`src/phy_status_map.svh`:
```
`ifndef PHY_STATUS_MAP_SVH
`define PHY_STATUS_MAP_SVH

// Management register offsets
`define GIG_LINK_STATUS_OFS 5'h0A
`define EXT_ACCESS_CONTROL_OFS 5'h0D
`define EXT_ADDRESS_DATA_OFS 5'h0E
`define GIG_ABILITY_EXT_OFS 5'h0F
`define FAST_LINK_STATUS_EXT_OFS 5'h10
`define GIG_LINK_STATUS_EXT_OFS 5'h11

// Gigabit status fields
`define GLS_FAULT_BIT 15
`define GLS_MASTER_BIT 14
`define GLS_LOCAL_RX_BIT 13
`define GLS_REMOTE_RX_BIT 12
`define GLS_LP_FDX_BIT 11
`define GLS_LP_HDX_BIT 10
`define GLS_MASTER_RST 1'h1
`define IDLE_CNT_RST 8'h00
`define IDLE_CNT_MAX 8'hFF
`define IDLE_CNT_ONE 8'h01
`define IDLE_CNT_HI 7
`define IDLE_CNT_LO 0
`define LEVEL_RST 1'h0

// Extended access control fields
`define EAC_FUNC_HI 15
`define EAC_FUNC_LO 14
`define EAC_DEV_HI 4
`define EAC_DEV_LO 0
`define EAC_RST 16'h0000
`define EXT_ADDR_RST 16'h0000
`define EXT_ADDR_STEP 16'h0001

// Gigabit ability fields
`define GAE_FDX_BIT 13
`define GAE_HDX_BIT 12
`define GAE_FDX_RST 1'h1
`define GAE_HDX_RST 1'h1

// Status extension fields; SX_ shared by both speeds, GX_ gigabit extension only
`define SX_LOCK_BIT 15
`define SX_LINK_BIT 12
`define SX_EVT_LO 8
`define SX_EVT_HI 11
`define SX_ERR_HI 14
`define SX_ERR_LO 13
`define SX_EVT_N 4
`define GX_CEXT_FLAG 0
`define FAST_EVT_W 6
`define GIG_EVT_W 7
`define GX_CEXT_BIT 7
`define GX_NONSTD_BIT 6
`define GX_MDIX_BIT 5

`endif

```
`src/phy_status_pkg.sv`:
```
package phy_status_pkg;
   // Function field of the extended access control register
   typedef enum logic [1:0] {
      FN_ADDR,
      FN_DATA,
      FN_DATA_INC_RW,
      FN_DATA_INC_W
   } ext_func_t;

   typedef logic [15:0] reg_word_t;
   typedef logic [4:0] reg_addr_t;
endpackage : phy_status_pkg

```
`src/sticky_bank_if.sv`:
```
`timescale 1ns/1ps
// Events in, read-clear strobe in, held flags out
interface sticky_bank_if #(parameter int W = 1);
   logic [W-1:0] evt;
   logic clr;
   logic [W-1:0] flags;
   modport owner (output evt, output clr, input flags);
   modport bank (input evt, input clr, output flags);
endinterface : sticky_bank_if

```
`src/sticky_bank.sv`:
```
`timescale 1ns/1ps
// Bank of latched-high flags cleared by a management read
module sticky_bank (
   input wire logic clock_i,
   input wire logic reset_i,
   sticky_bank_if.bank port
);
   ////////////////////////////////////////////////////////////////////////
   // A new event in the clearing cycle survives, so nothing is lost
   always_ff @(posedge clock_i) begin
      if (reset_i) begin
         port.flags <= '0;
      end else begin
         port.flags <= (port.flags & {$bits(port.flags){~port.clr}}) | port.evt;
      end
   end
endmodule : sticky_bank

```
`src/phy_status_regs.sv`:
```
// Operation
// - Gigabit status bit 15 latches high on master/slave configuration fault.
// - Gigabit status bit 14 shows resolved master (1) or slave; resets to 1.
// - Bit 13 local receiver ok, bit 12 remote receiver ok; both reset 0.
// - Bits 11/10 partner gigabit full/half duplex; bits 9:8 read 0.
// - Bits 7:0 idle error count, reset zero, cleared by reading.
// - Function field 15:14 picks address, data, data+increment, data+increment on write.
// - Control bits 4:0 select extended device; bits 13:5 plain read/write.
// - Address/data register holds address in mode 00, else moves data.
// - Ability register bits 13/12 local full/half gigabit, fixed 1, rest 0.
// - Fast status bit 15 descrambler lock, bit 12 link active; reset 0.
// - Fast status bits 14 lock error, 13 disconnect; cleared by reading.
// - Fast status bits 11..8 rx, tx, start, end delimiter errors; read-clear.
// - Gigabit extension bit 15 descrambler lock, bit 12 link active; reset 0.
// - Gigabit extension bits 14 lock error, 13 disconnect; cleared by reading.
// - Gigabit extension bits 11..8 rx, tx, start, end delimiter errors; read-clear.
// - Gigabit extension bit 7 carrier extension error; cleared by reading.
// - Gigabit extension bit 6 flags a non-standard gigabit partner.
// - Gigabit extension bit 5 flags MDI crossover error; bits 4:0 reserved.
`timescale 1ns/1ps
`include "phy_status_map.svh"

module phy_status_regs (
   input wire logic clock_i,
   input wire logic reset_i,
   // Management register port
   input wire phy_status_pkg::reg_addr_t reg_addr_i,
   input wire logic reg_rd_i,
   input wire logic reg_wr_i,
   input wire phy_status_pkg::reg_word_t reg_wdata_i,
   output phy_status_pkg::reg_word_t reg_rdata_o,
   output logic reg_rvalid_o,
   // Extended register space
   output logic [4:0] ext_device_select_o,
   output phy_status_pkg::reg_word_t ext_addr_o,
   output logic ext_rd_o,
   input wire phy_status_pkg::reg_word_t ext_rdata_i,
   output logic ext_wr_o,
   output phy_status_pkg::reg_word_t ext_wdata_o,
   // Gigabit status sources
   input wire logic ms_fault_i,
   input wire logic ms_master_i,
   input wire logic local_rx_ok_i,
   input wire logic remote_rx_ok_i,
   input wire logic lp_gig_fdx_i,
   input wire logic lp_gig_hdx_i,
   input wire logic idle_err_i,
   // Fast status sources: events lock, disconnect, rx, tx, start, end
   input wire logic fast_descr_lock_i,
   input wire logic fast_link_i,
   input wire logic [5:0] fast_evt_i,
   // Gigabit extension sources: events as fast plus carrier extension
   input wire logic gig_descr_lock_i,
   input wire logic gig_link_i,
   input wire logic [6:0] gig_evt_i,
   input wire logic nonstd_partner_i,
   input wire logic mdix_err_i
);
   import phy_status_pkg::*;

   ////////////////////////////////////////////////////////////////////////
   // Decode helpers

   // Register hit for a given offset
   function automatic logic hit(input reg_addr_t addr, input reg_addr_t ofs);
      return addr == ofs;
   endfunction : hit

   // Saturating step of the idle error count
   function automatic logic [7:0] sat_inc(input logic [7:0] v);
      return (v == `IDLE_CNT_MAX) ? v : v + `IDLE_CNT_ONE;
   endfunction : sat_inc

   logic wr_req;
   logic rd_req;
   // A write takes precedence when both strobes come together
   assign wr_req = reg_wr_i;
   assign rd_req = reg_rd_i & ~reg_wr_i;

   ////////////////////////////////////////////////////////////////////////
   // Gigabit status register

   logic master_r;
   logic local_rx_r;
   logic remote_rx_r;
   logic lp_fdx_r;
   logic lp_hdx_r;
   logic [7:0] idle_cnt_r;
   logic [7:0] idle_cnt_nxt;
   logic gls_rd;

   assign gls_rd = rd_req & hit(reg_addr_i, `GIG_LINK_STATUS_OFS);

   // Live role and receiver levels, registered with their reset values
   always_ff @(posedge clock_i) begin
      if (reset_i) begin
         master_r <= `GLS_MASTER_RST;
         local_rx_r <= `LEVEL_RST;
         remote_rx_r <= `LEVEL_RST;
         lp_fdx_r <= `LEVEL_RST;
         lp_hdx_r <= `LEVEL_RST;
      end else begin
         master_r <= ms_master_i;
         local_rx_r <= local_rx_ok_i;
         remote_rx_r <= remote_rx_ok_i;
         lp_fdx_r <= lp_gig_fdx_i;
         lp_hdx_r <= lp_gig_hdx_i;
      end
   end

   // Read clears the count, but an error in that cycle is kept
   always_comb begin
      if (gls_rd) begin
         idle_cnt_nxt = idle_err_i ? `IDLE_CNT_ONE : `IDLE_CNT_RST;
      end else if (idle_err_i) begin
         idle_cnt_nxt = sat_inc(idle_cnt_r);
      end else begin
         idle_cnt_nxt = idle_cnt_r;
      end
   end

   always_ff @(posedge clock_i) begin
      if (reset_i) begin
         idle_cnt_r <= `IDLE_CNT_RST;
      end else begin
         idle_cnt_r <= idle_cnt_nxt;
      end
   end

   // Configuration fault latches high until read
   sticky_bank_if #(.W(1)) fault_if ();
   assign fault_if.evt = ms_fault_i;
   assign fault_if.clr = gls_rd;

   sticky_bank u_fault (
      .clock_i(clock_i),
      .reset_i(reset_i),
      .port(fault_if.bank)
   );

   ////////////////////////////////////////////////////////////////////////
   // Extended register window

   reg_word_t eac_r;
   reg_word_t ext_addr_r;
   reg_word_t ext_addr_nxt;
   reg_word_t wr_addr_r;
   reg_word_t ext_wdata_r;
   logic ext_wr_r;
   ext_func_t func;
   logic win_hit;
   logic data_rd;
   logic data_wr;
   logic step;

   assign func = ext_func_t'(eac_r[`EAC_FUNC_HI:`EAC_FUNC_LO]);
   assign win_hit = hit(reg_addr_i, `EXT_ADDRESS_DATA_OFS);
   assign data_rd = rd_req & win_hit & (func != FN_ADDR);
   assign data_wr = wr_req & win_hit & (func != FN_ADDR);

   // Which data accesses step the held address
   always_comb begin
      unique case (func)
         FN_ADDR: step = 1'b0;
         FN_DATA: step = 1'b0;
         FN_DATA_INC_RW: step = data_rd | data_wr;
         FN_DATA_INC_W: step = data_wr;
      endcase
   end

   // Control register, reserved bits kept as written
   always_ff @(posedge clock_i) begin
      if (reset_i) begin
         eac_r <= `EAC_RST;
      end else if (wr_req & hit(reg_addr_i, `EXT_ACCESS_CONTROL_OFS)) begin
         eac_r <= reg_wdata_i;
      end
   end

   // Address is loaded in address mode and stepped in the two increment modes
   always_comb begin
      if (wr_req & win_hit & (func == FN_ADDR)) begin
         ext_addr_nxt = reg_wdata_i;
      end else if (step) begin
         ext_addr_nxt = ext_addr_r + `EXT_ADDR_STEP;
      end else begin
         ext_addr_nxt = ext_addr_r;
      end
   end

   always_ff @(posedge clock_i) begin
      if (reset_i) begin
         ext_addr_r <= `EXT_ADDR_RST;
      end else begin
         ext_addr_r <= ext_addr_nxt;
      end
   end

   // Writes go out one cycle later, at the address in force when issued
   always_ff @(posedge clock_i) begin
      if (reset_i) begin
         ext_wr_r <= 1'b0;
         wr_addr_r <= `EXT_ADDR_RST;
         ext_wdata_r <= '0;
      end else begin
         ext_wr_r <= data_wr;
         if (data_wr) begin
            wr_addr_r <= ext_addr_r;
            ext_wdata_r <= reg_wdata_i;
         end
      end
   end

   // Reads are answered in the request cycle by the extended space
   assign ext_rd_o = data_rd;
   assign ext_wr_o = ext_wr_r;
   assign ext_wdata_o = ext_wdata_r;
   // A pending write owns the address bus for its one cycle
   assign ext_addr_o = ext_wr_r ? wr_addr_r : ext_addr_r;
   assign ext_device_select_o = eac_r[`EAC_DEV_HI:`EAC_DEV_LO];

   ////////////////////////////////////////////////////////////////////////
   // Status extension registers

   logic fast_lock_r;
   logic fast_link_r;
   logic gig_lock_r;
   logic gig_link_r;
   logic nonstd_r;
   logic mdix_r;

   // Live levels, all zero out of reset
   always_ff @(posedge clock_i) begin
      if (reset_i) begin
         fast_lock_r <= `LEVEL_RST;
         fast_link_r <= `LEVEL_RST;
         gig_lock_r <= `LEVEL_RST;
         gig_link_r <= `LEVEL_RST;
         nonstd_r <= `LEVEL_RST;
         mdix_r <= `LEVEL_RST;
      end else begin
         fast_lock_r <= fast_descr_lock_i;
         fast_link_r <= fast_link_i;
         gig_lock_r <= gig_descr_lock_i;
         gig_link_r <= gig_link_i;
         nonstd_r <= nonstd_partner_i;
         mdix_r <= mdix_err_i;
      end
   end

   // Read-clear event flags of the fast register
   sticky_bank_if #(.W(`FAST_EVT_W)) fast_if ();
   assign fast_if.evt = fast_evt_i;
   assign fast_if.clr = rd_req & hit(reg_addr_i, `FAST_LINK_STATUS_EXT_OFS);

   sticky_bank u_fast (
      .clock_i(clock_i),
      .reset_i(reset_i),
      .port(fast_if.bank)
   );

   // Read-clear event flags of the gigabit extension register
   sticky_bank_if #(.W(`GIG_EVT_W)) gig_if ();
   assign gig_if.evt = gig_evt_i;
   assign gig_if.clr = rd_req & hit(reg_addr_i, `GIG_LINK_STATUS_EXT_OFS);

   sticky_bank u_gig (
      .clock_i(clock_i),
      .reset_i(reset_i),
      .port(gig_if.bank)
   );

   ////////////////////////////////////////////////////////////////////////
   // Read multiplexer

   reg_word_t rdata_nxt;

   // Images show the flag values from before any clear of this read
   always_comb begin
      rdata_nxt = '0;
      if (hit(reg_addr_i, `GIG_LINK_STATUS_OFS)) begin
         rdata_nxt[`GLS_FAULT_BIT] = fault_if.flags[0];
         rdata_nxt[`GLS_MASTER_BIT] = master_r;
         rdata_nxt[`GLS_LOCAL_RX_BIT] = local_rx_r;
         rdata_nxt[`GLS_REMOTE_RX_BIT] = remote_rx_r;
         rdata_nxt[`GLS_LP_FDX_BIT] = lp_fdx_r;
         rdata_nxt[`GLS_LP_HDX_BIT] = lp_hdx_r;
         rdata_nxt[`IDLE_CNT_HI:`IDLE_CNT_LO] = idle_cnt_r;
      end else if (hit(reg_addr_i, `EXT_ACCESS_CONTROL_OFS)) begin
         rdata_nxt = eac_r;
      end else if (win_hit) begin
         rdata_nxt = (func == FN_ADDR) ? ext_addr_r : ext_rdata_i;
      end else if (hit(reg_addr_i, `GIG_ABILITY_EXT_OFS)) begin
         rdata_nxt[`GAE_FDX_BIT] = `GAE_FDX_RST;
         rdata_nxt[`GAE_HDX_BIT] = `GAE_HDX_RST;
      end else if (hit(reg_addr_i, `FAST_LINK_STATUS_EXT_OFS)) begin
         rdata_nxt[`SX_LOCK_BIT] = fast_lock_r;
         rdata_nxt[`SX_LINK_BIT] = fast_link_r;
         rdata_nxt[`SX_ERR_HI:`SX_ERR_LO] = fast_if.flags[`FAST_EVT_W-1:`SX_EVT_N];
         rdata_nxt[`SX_EVT_HI:`SX_EVT_LO] = fast_if.flags[`SX_EVT_N-1:0];
      end else if (hit(reg_addr_i, `GIG_LINK_STATUS_EXT_OFS)) begin
         rdata_nxt[`SX_LOCK_BIT] = gig_lock_r;
         rdata_nxt[`SX_LINK_BIT] = gig_link_r;
         rdata_nxt[`SX_ERR_HI:`SX_ERR_LO] = gig_if.flags[`GIG_EVT_W-1:`SX_EVT_N+1];
         rdata_nxt[`SX_EVT_HI:`SX_EVT_LO] = gig_if.flags[`SX_EVT_N:`GX_CEXT_FLAG+1];
         rdata_nxt[`GX_CEXT_BIT] = gig_if.flags[`GX_CEXT_FLAG];
         rdata_nxt[`GX_NONSTD_BIT] = nonstd_r;
         rdata_nxt[`GX_MDIX_BIT] = mdix_r;
      end
   end

   // Read data is registered; unmapped offsets read as zero
   always_ff @(posedge clock_i) begin
      if (reset_i) begin
         reg_rdata_o <= '0;
         reg_rvalid_o <= 1'b0;
      end else begin
         reg_rvalid_o <= rd_req;
         if (rd_req) begin
            reg_rdata_o <= rdata_nxt;
         end
      end
   end

endmodule : phy_status_regs

```
`config.mk`:
```
export PLATFORM = sky130hd
export DESIGN_NAME = phy_status_regs
export DESIGN_NICKNAME = d
export VERILOG_FILES = /design/src/phy_status_pkg.sv /design/src/sticky_bank_if.sv /design/src/sticky_bank.sv /design/src/phy_status_regs.sv
export VERILOG_INCLUDE_DIRS = /design/src
export SDC_FILE = /design/constraint.sdc
export NUM_CORES = 1
export LEC_CHECK = 0
export BUFFER_PORTS_ARGS = -buffer_cell sky130_fd_sc_hd__buf_2
export CELL_PAD_IN_SITES_DETAIL_PLACEMENT = 1
export CELL_PAD_IN_SITES_GLOBAL_PLACEMENT = 1
export CORE_ASPECT_RATIO = 1.4
export CORE_MARGIN = 2
export CORE_UTILIZATION = 25
export DETAILED_ROUTE_END_ITERATION = 16
export PLACE_DENSITY = 0.55
export SLEW_MARGIN = 40
export SYNTH_ARGS = -nofsm -noshare
export SYNTH_HDL_FRONTEND = slang
export SYNTH_HIERARCHICAL = 1
export SYNTH_SLANG_ARGS = --single-unit
```
`constraint.sdc`:
```
create_clock -name clock_i -period 1.97 [get_ports clock_i]
set_input_delay 0.197 -clock clock_i [delete_from_list [all_inputs] [get_ports clock_i]]
set_output_delay 0.197 -clock clock_i [all_outputs]
set_load 0.05 [all_outputs]
```
==> run summary, run 1 <==
The met2 track utilization from global routing is 31.4%. In this run, synthesis produced a sequential element count of 115. The static leakage is 2.76 nW. The number of H-tree branching levels is 4. In this run the worst path has a maximum fanout of 20. For this run, the detailed router's first-pass iteration total came to 5. The multiplexer area fraction after synthesis is 3.36%. The area fraction in and, or, nand and nor cells after synthesis came out at 24.4%. The fraction of final layout cells with drive strength greater than 1 is 27.0%. The switching power share of the total came out at 24.1%.

The combinational share of power came out at 7.8%. The area inside the core boundary came out at 0.0206 mm^2. After synthesis, the largest family of logic cells by area is simple AND/OR/NAND/NOR gates.

The number of antenna-violating nets in the routed design is 0. The number of clock sinks is 115. 123 I/O pins were placed. The min-delay analysis places its worst path in the category input pin to register. The power spent charging and discharging nets is 1.44 mW.

TritonCTS built the clock tree. The share of synthesized flip-flops with an asynchronous set or reset is 0%. The congestion estimate from routability-driven global placement came to 0.861. Entering global routing, the biggest net connects 42 pins. The die height came out at 176 um. For this configuration, the core starts out at a cell density of 25.6%. The share of the synthesized area in compound gates (AO/OA/AOI/OAI) is 19.5%. The count of fill cells added during filler insertion came out at 2494. The number of global-route vias before repair is 5645.

For the worst flop-to-flop path, the logic depth is 5. After detailed placement, the total cell area comes to 0.00632 mm^2. The worst hold path was traced through 3 stages. The area of the mapped netlist came out at 0.00526 mm^2. Clock tree synthesis inserted a total of 17 buffers. The total via count after detailed routing came out at 5216. The final design area excluding fillers came out at 0.00702 mm^2. The buffer depth of the longest clock path came out at 2. The area growth from synthesis to final layout is 33.6%. The library cells used most frequently in the layout, excluding fill and tap cells, are nand2_1, buf_2, dfxtp_1. The average size of a mapped cell is 7.98 um^2.

The net count of the finished layout came out at 867. The max-capacitance violation count is 0. The portion of total power attributed to sequential cells is 40.6%.

The cell area power density came out at 852 mW/mm^2. The power share of the clock group came out at 51.6%. Among all flip-flop cells after synthesis, the most frequent one is dfxtp_1.

The worst ir drop on vdd is 0.415 mV. The instance count of the mapped netlist came out at 659. The count of flip-flops with a built-in enable after synthesis came out at 0.

The clock transition at the register clock pins on the worst setup and hold paths after CTS is 0.06 ns. The number of distinct standard cells referenced by the synthesized netlist is 51. The fraction of the cycle the final worst path needs came out at 93.9%. Dividing the detail-routed via count by the number of cells gives 4.88.

The width of the chip is 127 um. The leading cell type in the layout, fill and taps excluded is nand2_1. The data arrival time of the worst path came out at 1.65 ns.

The first-pass GRT wire length came out at 31.0 mm. The layer with the highest usage after global routing is met2. The run finished with clean final reports. The final clock skew is 0.00872 ns. STA classifies the critical path endpoint as a primary output. The final wirelength is 19.5 mm.

When the netlist entered floorplanning its net count stood at 728. The per-cell routed wire length is 18.3 um. The setup path with the least slack is of type register to primary output.

The slew at the pin closest to its max-slew limit came out at 0.543 ns. The initialized floorplan defines 62 standard-cell rows. The element type at the critical path start is a register. The detailed router's first-iteration violation count came out at 235. Global routing consumed, on the met1 layer, 21.0% of the routing resources. For this run, global-route usage on met3 was measured as 3.93%. The overflow left after global routing is 0.

The half-perimeter wire length after detailed placement is 14.8 mm. The post-CTS setup buffer count came out at 0. The final hold violation count came out at 0. In the routed design, unresolved DRC markers number 0. Sequential elements use 43.8% of the synthesized area. The maximum achievable frequency came out at 540 MHz. Setup repair after global routing left no endpoint under its margin. In this run the tightest slew margin relative to its limit is 62.9%. The number of setup violations in the final report is 0. The internal power of the cells totals 4.54 mW. The number of antenna violations at the first check in global routing was 1. The die outline area is 0.0222 mm^2. The overall power after layout came out at 5.98 mW. The later-pin clock latency in the skew report is 0.43 ns.

The data required time of the critical path is 1.77 ns. The total number of yosys warnings came out at 6. During placement, the flow inserted port buffers numbering 122.

The count of pins over their slew limit came out at 0. Summing the areas of all fa, ha and maj instances in the mapped netlist gives 0.476% of the synthesized area. The xor/xnor cell area share of the yosys netlist came out at 2.67%. The time the final worst path needs with I/O delays and setup is 1.85 ns. CTS placed an instance of clkbuf_16 at the clock tree root. Global routing used 18.1% of the available tracks.
## state kept, by name, summed over array words and instances (netlist names), 6 cells and up
| signal | flops |
|---|---|
| ext_wdata_o | 16 |
| wr_addr_r | 16 |
| ext_addr_r | 16 |
| reg_rdata_o | 16 |
| eac_r | 16 |
| idle_cnt_r | 8 |
| u_gig/port.flags | 7 |
| u_fast/port.flags | 6 |
## routing by layer
layer  vias up  wire, um
li1       2556         -
met1      2524      8440
met2       102      9960
met3        34       601
met4         0       523
met5         -         0
## critical path: stages (launching register included)
cell	delay [ns]
dfxtp_2	0.61
mux2_2	0.40
buf_2	0.21
## Yosys cell counts, types with 7 or more instances
master	number	share of area, %
a211oi_1	17	2.4
a21oi_1	77	7.3
a221oi_1	11	1.8
buf_2	11	1.0
buf_4	7	1.0
clkbuf_1	31	2.2
dfxtp_1	115	44
inv_1	21	1.5
mux2_2	13	2.8
nand2_1	137	9.8
nand2b_1	18	2.1
nand3_1	11	1.0
nor2_1	44	3.1
nor2b_1	17	2.0
nor3_1	13	1.2
nor4_1	8	0.95
o21ai_0	18	1.7
xnor2_1	16	2.7
## path summary, 6_finish.rpt
kind / start / endpoint / slack (ns)
worst max-delay path: ext_wr_o / ext_addr_o[2] / 0.12
worst min-delay path: gig_evt_i[6] / u_gig/port.flags[6] / 0.01
worst max register to register: ext_addr_r[3] / ext_addr_r[15] / 0.18
worst min register to register: ext_wdata_o[11] / ext_wdata_o[11] / 0.45
## timing repair
action | 4_1_cts | 5_1_grt
resized for setup | 0 | 5
endpoints found under the setup margin | 0 | 5
hold buffers | 10 | 0
endpoints found under the hold margin | 10 | 0
## area by class of cell
type / instances / area, um^2 / area share [%]
Multi-Input combinational cell: 473 / 2660 / 37.9
Clock buffer: 22 / 484 / 6.90
Clock inverter: 10 / 105 / 1.50
Timing Repair Buffer: 170 / 1060 / 15.1
Sequential cell: 115 / 2310 / 32.8
Antenna cell: 1 / 2.50 / 0.0356
Tap cell: 256 / 320 / 4.56
Inverter: 21 / 78.8 / 1.12
## power by group through the flow
| stage | Combinational, mW | Sequential, mW | Clock [mW] |
|---|---|---|---|
| 3_5_place_dp | 0.451 | 2.48 | 0 |
| 2_1_floorplan | 0.189 | 2.51 | 0 |
| 3_3_place_gp | 0.440 | 2.48 | 0 |
| 4_1_cts | 0.469 | 2.43 | 3.14 |
| 5_1_grt | 0.506 | 2.44 | 3.27 |
| 6_report | 0.464 | 2.43 | 3.09 |
## stage by stage
step	setup WS [ns]	utilization, %	cells	setup TNS [ns]	hold WS (ns)
after floorplan	0.0341	-	659	0	0.259
after global placement	0.0734	30.7	1025	0	0.384
after detailed placement	-0.0326	30.7	1025	-0.0326	0.387
after CTS	0.00218	34.1	1067	0	0.00335
after global routing	0.0109	34.2	1068	0	0.0105
final	0.120	34.2	1068	0	0.0147
## kinds of logic (layout without fill, tap and decap cells)
family          Yosys count  after routing
simple gates            278            278
compound gates          161            161
flops                   115            115
buf+inv                  71            223
xor+xnor                 16             16
mux                      16             16
fa+ha+maj                 2              2
other cells               0              1
No activity file was read; power rests on OpenSTA's default activity.
==> inputs of run 2 (changes only) <==
Settings changed: CORE_MARGIN 2 to default.
==> run 2 against run 1 <==
Final cell count down 0.47%. Worst hold slack got worse by 0.0047 ns. Critical path type unchanged. Clock power grew 5%. Non-clock buffer count down 5.
==> run summary, run 2 (synthesized netlist as in run 1, its figures left out) <==
Result of the run: finished, final reports clean (unchanged). The maximum achievable frequency came to 532 MHz (was 540 MHz). The final wirelength came out at 18.8 mm (was 19.5 mm).

The die height came to 174 um (was 176 um). Cells along the critical path: nor2_1, buf_4, nor3_2, buf_2 (was mux2_2, buf_2). The count of fill cells added during filler insertion is 2458 (was 2494). The final weighted congestion in routability-driven placement came out at 0.804 (was 0.861). RSZ-0062 raised after global routing: false (unchanged). The fraction of final layout cells with drive strength greater than 1 was 26.8% (was 27.0%). The area growth from synthesis to final layout came to 32.8% (was 33.6%). The clock transition at the register clock pins on the worst setup and hold paths after CTS is 0.05 ns (was 0.06 ns). The row count came out at 62 (unchanged). The cell area power density is 877 mW/mm^2 (was 852 mW/mm^2). The worst hold slack is 0.00993 ns (was 0.0147 ns).

The top fanout value on the critical path was 9 (was 20). The number of setup violations in the final report was 0 (unchanged). The worst slew margin relative to its limit came to 61.3% (was 62.9%). The number of H-tree branching levels came out at 4 (unchanged). Most frequent cells in the layout: nand2_1, buf_2, dfxtp_1 (unchanged). The kind of cell with the highest combined delay on the critical path is buffers and inverters (was flip-flops). The final hold violation count is 0 (unchanged). The buffer depth of the longest clock path came out at 2 (unchanged).

The detailed-router iteration count before antenna repair is 6 (was 5). The total via count after detailed routing was 5155 (was 5216). The detailed router's first-iteration violation count is 202 (was 235).

The sum of negative setup slack is 0 ns (unchanged). The net count of the finished layout came to 862 (was 867). The path category of the worst min-delay check is input pin to register (unchanged).

The largest stage delay on the critical path is 0.48 ns (was 0.61 ns). The number of global-route vias before repair came out at 5425 (was 5645). The kind of critical path is register to primary output (unchanged). The final clock skew is 0.0103 ns (was 0.00872 ns). The data arrival time of the worst path is 1.68 ns (was 1.65 ns).

The number of antenna-violating nets in the routed design came out at 0 (unchanged). The fraction of the cycle the final worst path needs is 95.4% (was 93.9%). The DRC violation count after routing is 0 (unchanged). The time the final worst path needs with I/O delays and setup is 1.88 ns (was 1.85 ns). The worst setup margin came to 0.0909 ns (was 0.120 ns). The setup slack after placement came to 0.00550 ns (was -0.0326 ns). The count of pins over their slew limit is 0 (unchanged). The count of placed standard cells including taps came out at 1021 (was 1025).

The number of clock sinks came out at 115 (unchanged). The cell area after placement is 0.00626 mm^2 (was 0.00632 mm^2). The data required time of the critical path came out at 1.77 ns (about the same). The I/O pin total came to 123 (unchanged). The per-cell routed wire length came out at 17.7 um (was 18.3 um).

The number of antenna violations at the first check in global routing is 1 (unchanged). The CTS root buffer is clkbuf_16 (unchanged). The nature of the critical path endpoint was a primary output (unchanged). The overall power after layout is 6.12 mW (was 5.98 mW). The width of the chip is 125 um (was 127 um). The slowest cell on the critical path is dfxtp_1 (was dfxtp_2). The element type at the critical path start is a register (unchanged). The slew at the pin closest to its max-slew limit is 0.566 ns (was 0.543 ns). The half-perimeter wire length after detailed placement came to 14.1 mm (was 14.8 mm). The number of standard cells in the layout, taps in and fillers out is 1063 (was 1068). The global router's overall resource usage is 18.0% (was 18.1%). The final design area excluding fillers came out at 0.00698 mm^2 (was 0.00702 mm^2). The first-pass GRT wire length came out at 30.2 mm (was 31.0 mm). The initial standard-cell utilization of the core is 25.6% (unchanged).

The count of port buffers added during placement came out at 122 (unchanged). The worst ir drop on vdd came to 0.506 mV (was 0.415 mV). The max-capacitance violation count is 0 (unchanged).

The leading cell type in the layout, fill and taps excluded is nand2_1 (unchanged). The CTS tree is yes (unchanged). The largest net degree at the start of global routing came to 48 (was 42). The area inside the core boundary came out at 0.0206 mm^2 (unchanged).

The number of buffers created by CTS came to 17 (unchanged). The overflow left after global routing is 0 (unchanged). The die outline area is 0.0216 mm^2 (was 0.0222 mm^2). The static leakage came to 2.74 nW (was 2.76 nW). The final core area utilization came out at 33.9% (was 34.2%). The routed via count divided by cell count was 4.85 (was 4.88). The later-pin clock latency in the skew report came to 0.42 ns (was 0.43 ns). The total buffers and inverters traversed by the critical path came to 2 (was 1).
run 2: where the power goes:
group / leakage, nW / switching, mW / internal, mW
logic: 1.49 / 0.282 / 0.162
registers: 0.937 / 0.0410 / 2.39
clock network: 0.305 / 1.10 / 2.15
run 2: layout make-up:
type / instances / area, um^2 / share of cell area [%]
Antenna cell: 1 / 2.50 / 0.0359
Timing Repair Buffer: 165 / 988 / 14.2
Tap cell: 256 / 320 / 4.59
Multi-Input combinational cell: 473 / 2660 / 38.1
Clock buffer: 23 / 498 / 7.14
Clock inverter: 9 / 125 / 1.79
Inverter: 21 / 78.8 / 1.13
Sequential cell: 115 / 2300 / 33.0
run 2: path summary, 6_finish.rpt:
| path | startpoint | end | slack, ns | depth (start not counted) |
|---|---|---|---|---|
| hold reg to reg | wr_addr_r[14] | wr_addr_r[14] | 0.45 | 2 |
| setup / recovery | eac_r[15] | ext_rd_o | 0.09 | 4 |
| setup reg to reg | ext_addr_r[1] | ext_addr_r[12] | 0.15 | 6 |
| hold / removal | gig_link_i | gig_link_r | 0.01 | 2 |
run 2: metal layers:
layer | global-route usage (%) | up-vias | wire, um
met2 | 31.5 | 121 | 9550
met4 | 6.33 | 0 | 480
met5 | 0 | - | 0
met1 | 21.3 | 2467 | 8070
li1 | - | 2538 | -
met3 | 4.07 | 29 | 708
run 2: what timing repair did:
| action | in CTS | in global routing |
|---|---|---|
| resized for setup | 0 | 2 |
| endpoints found under the setup margin | 0 | 3 |
| hold buffers | 6 | 0 |
| hold endpoints to repair | 6 | 0 |
| buffers inserted | 0 | 3 |
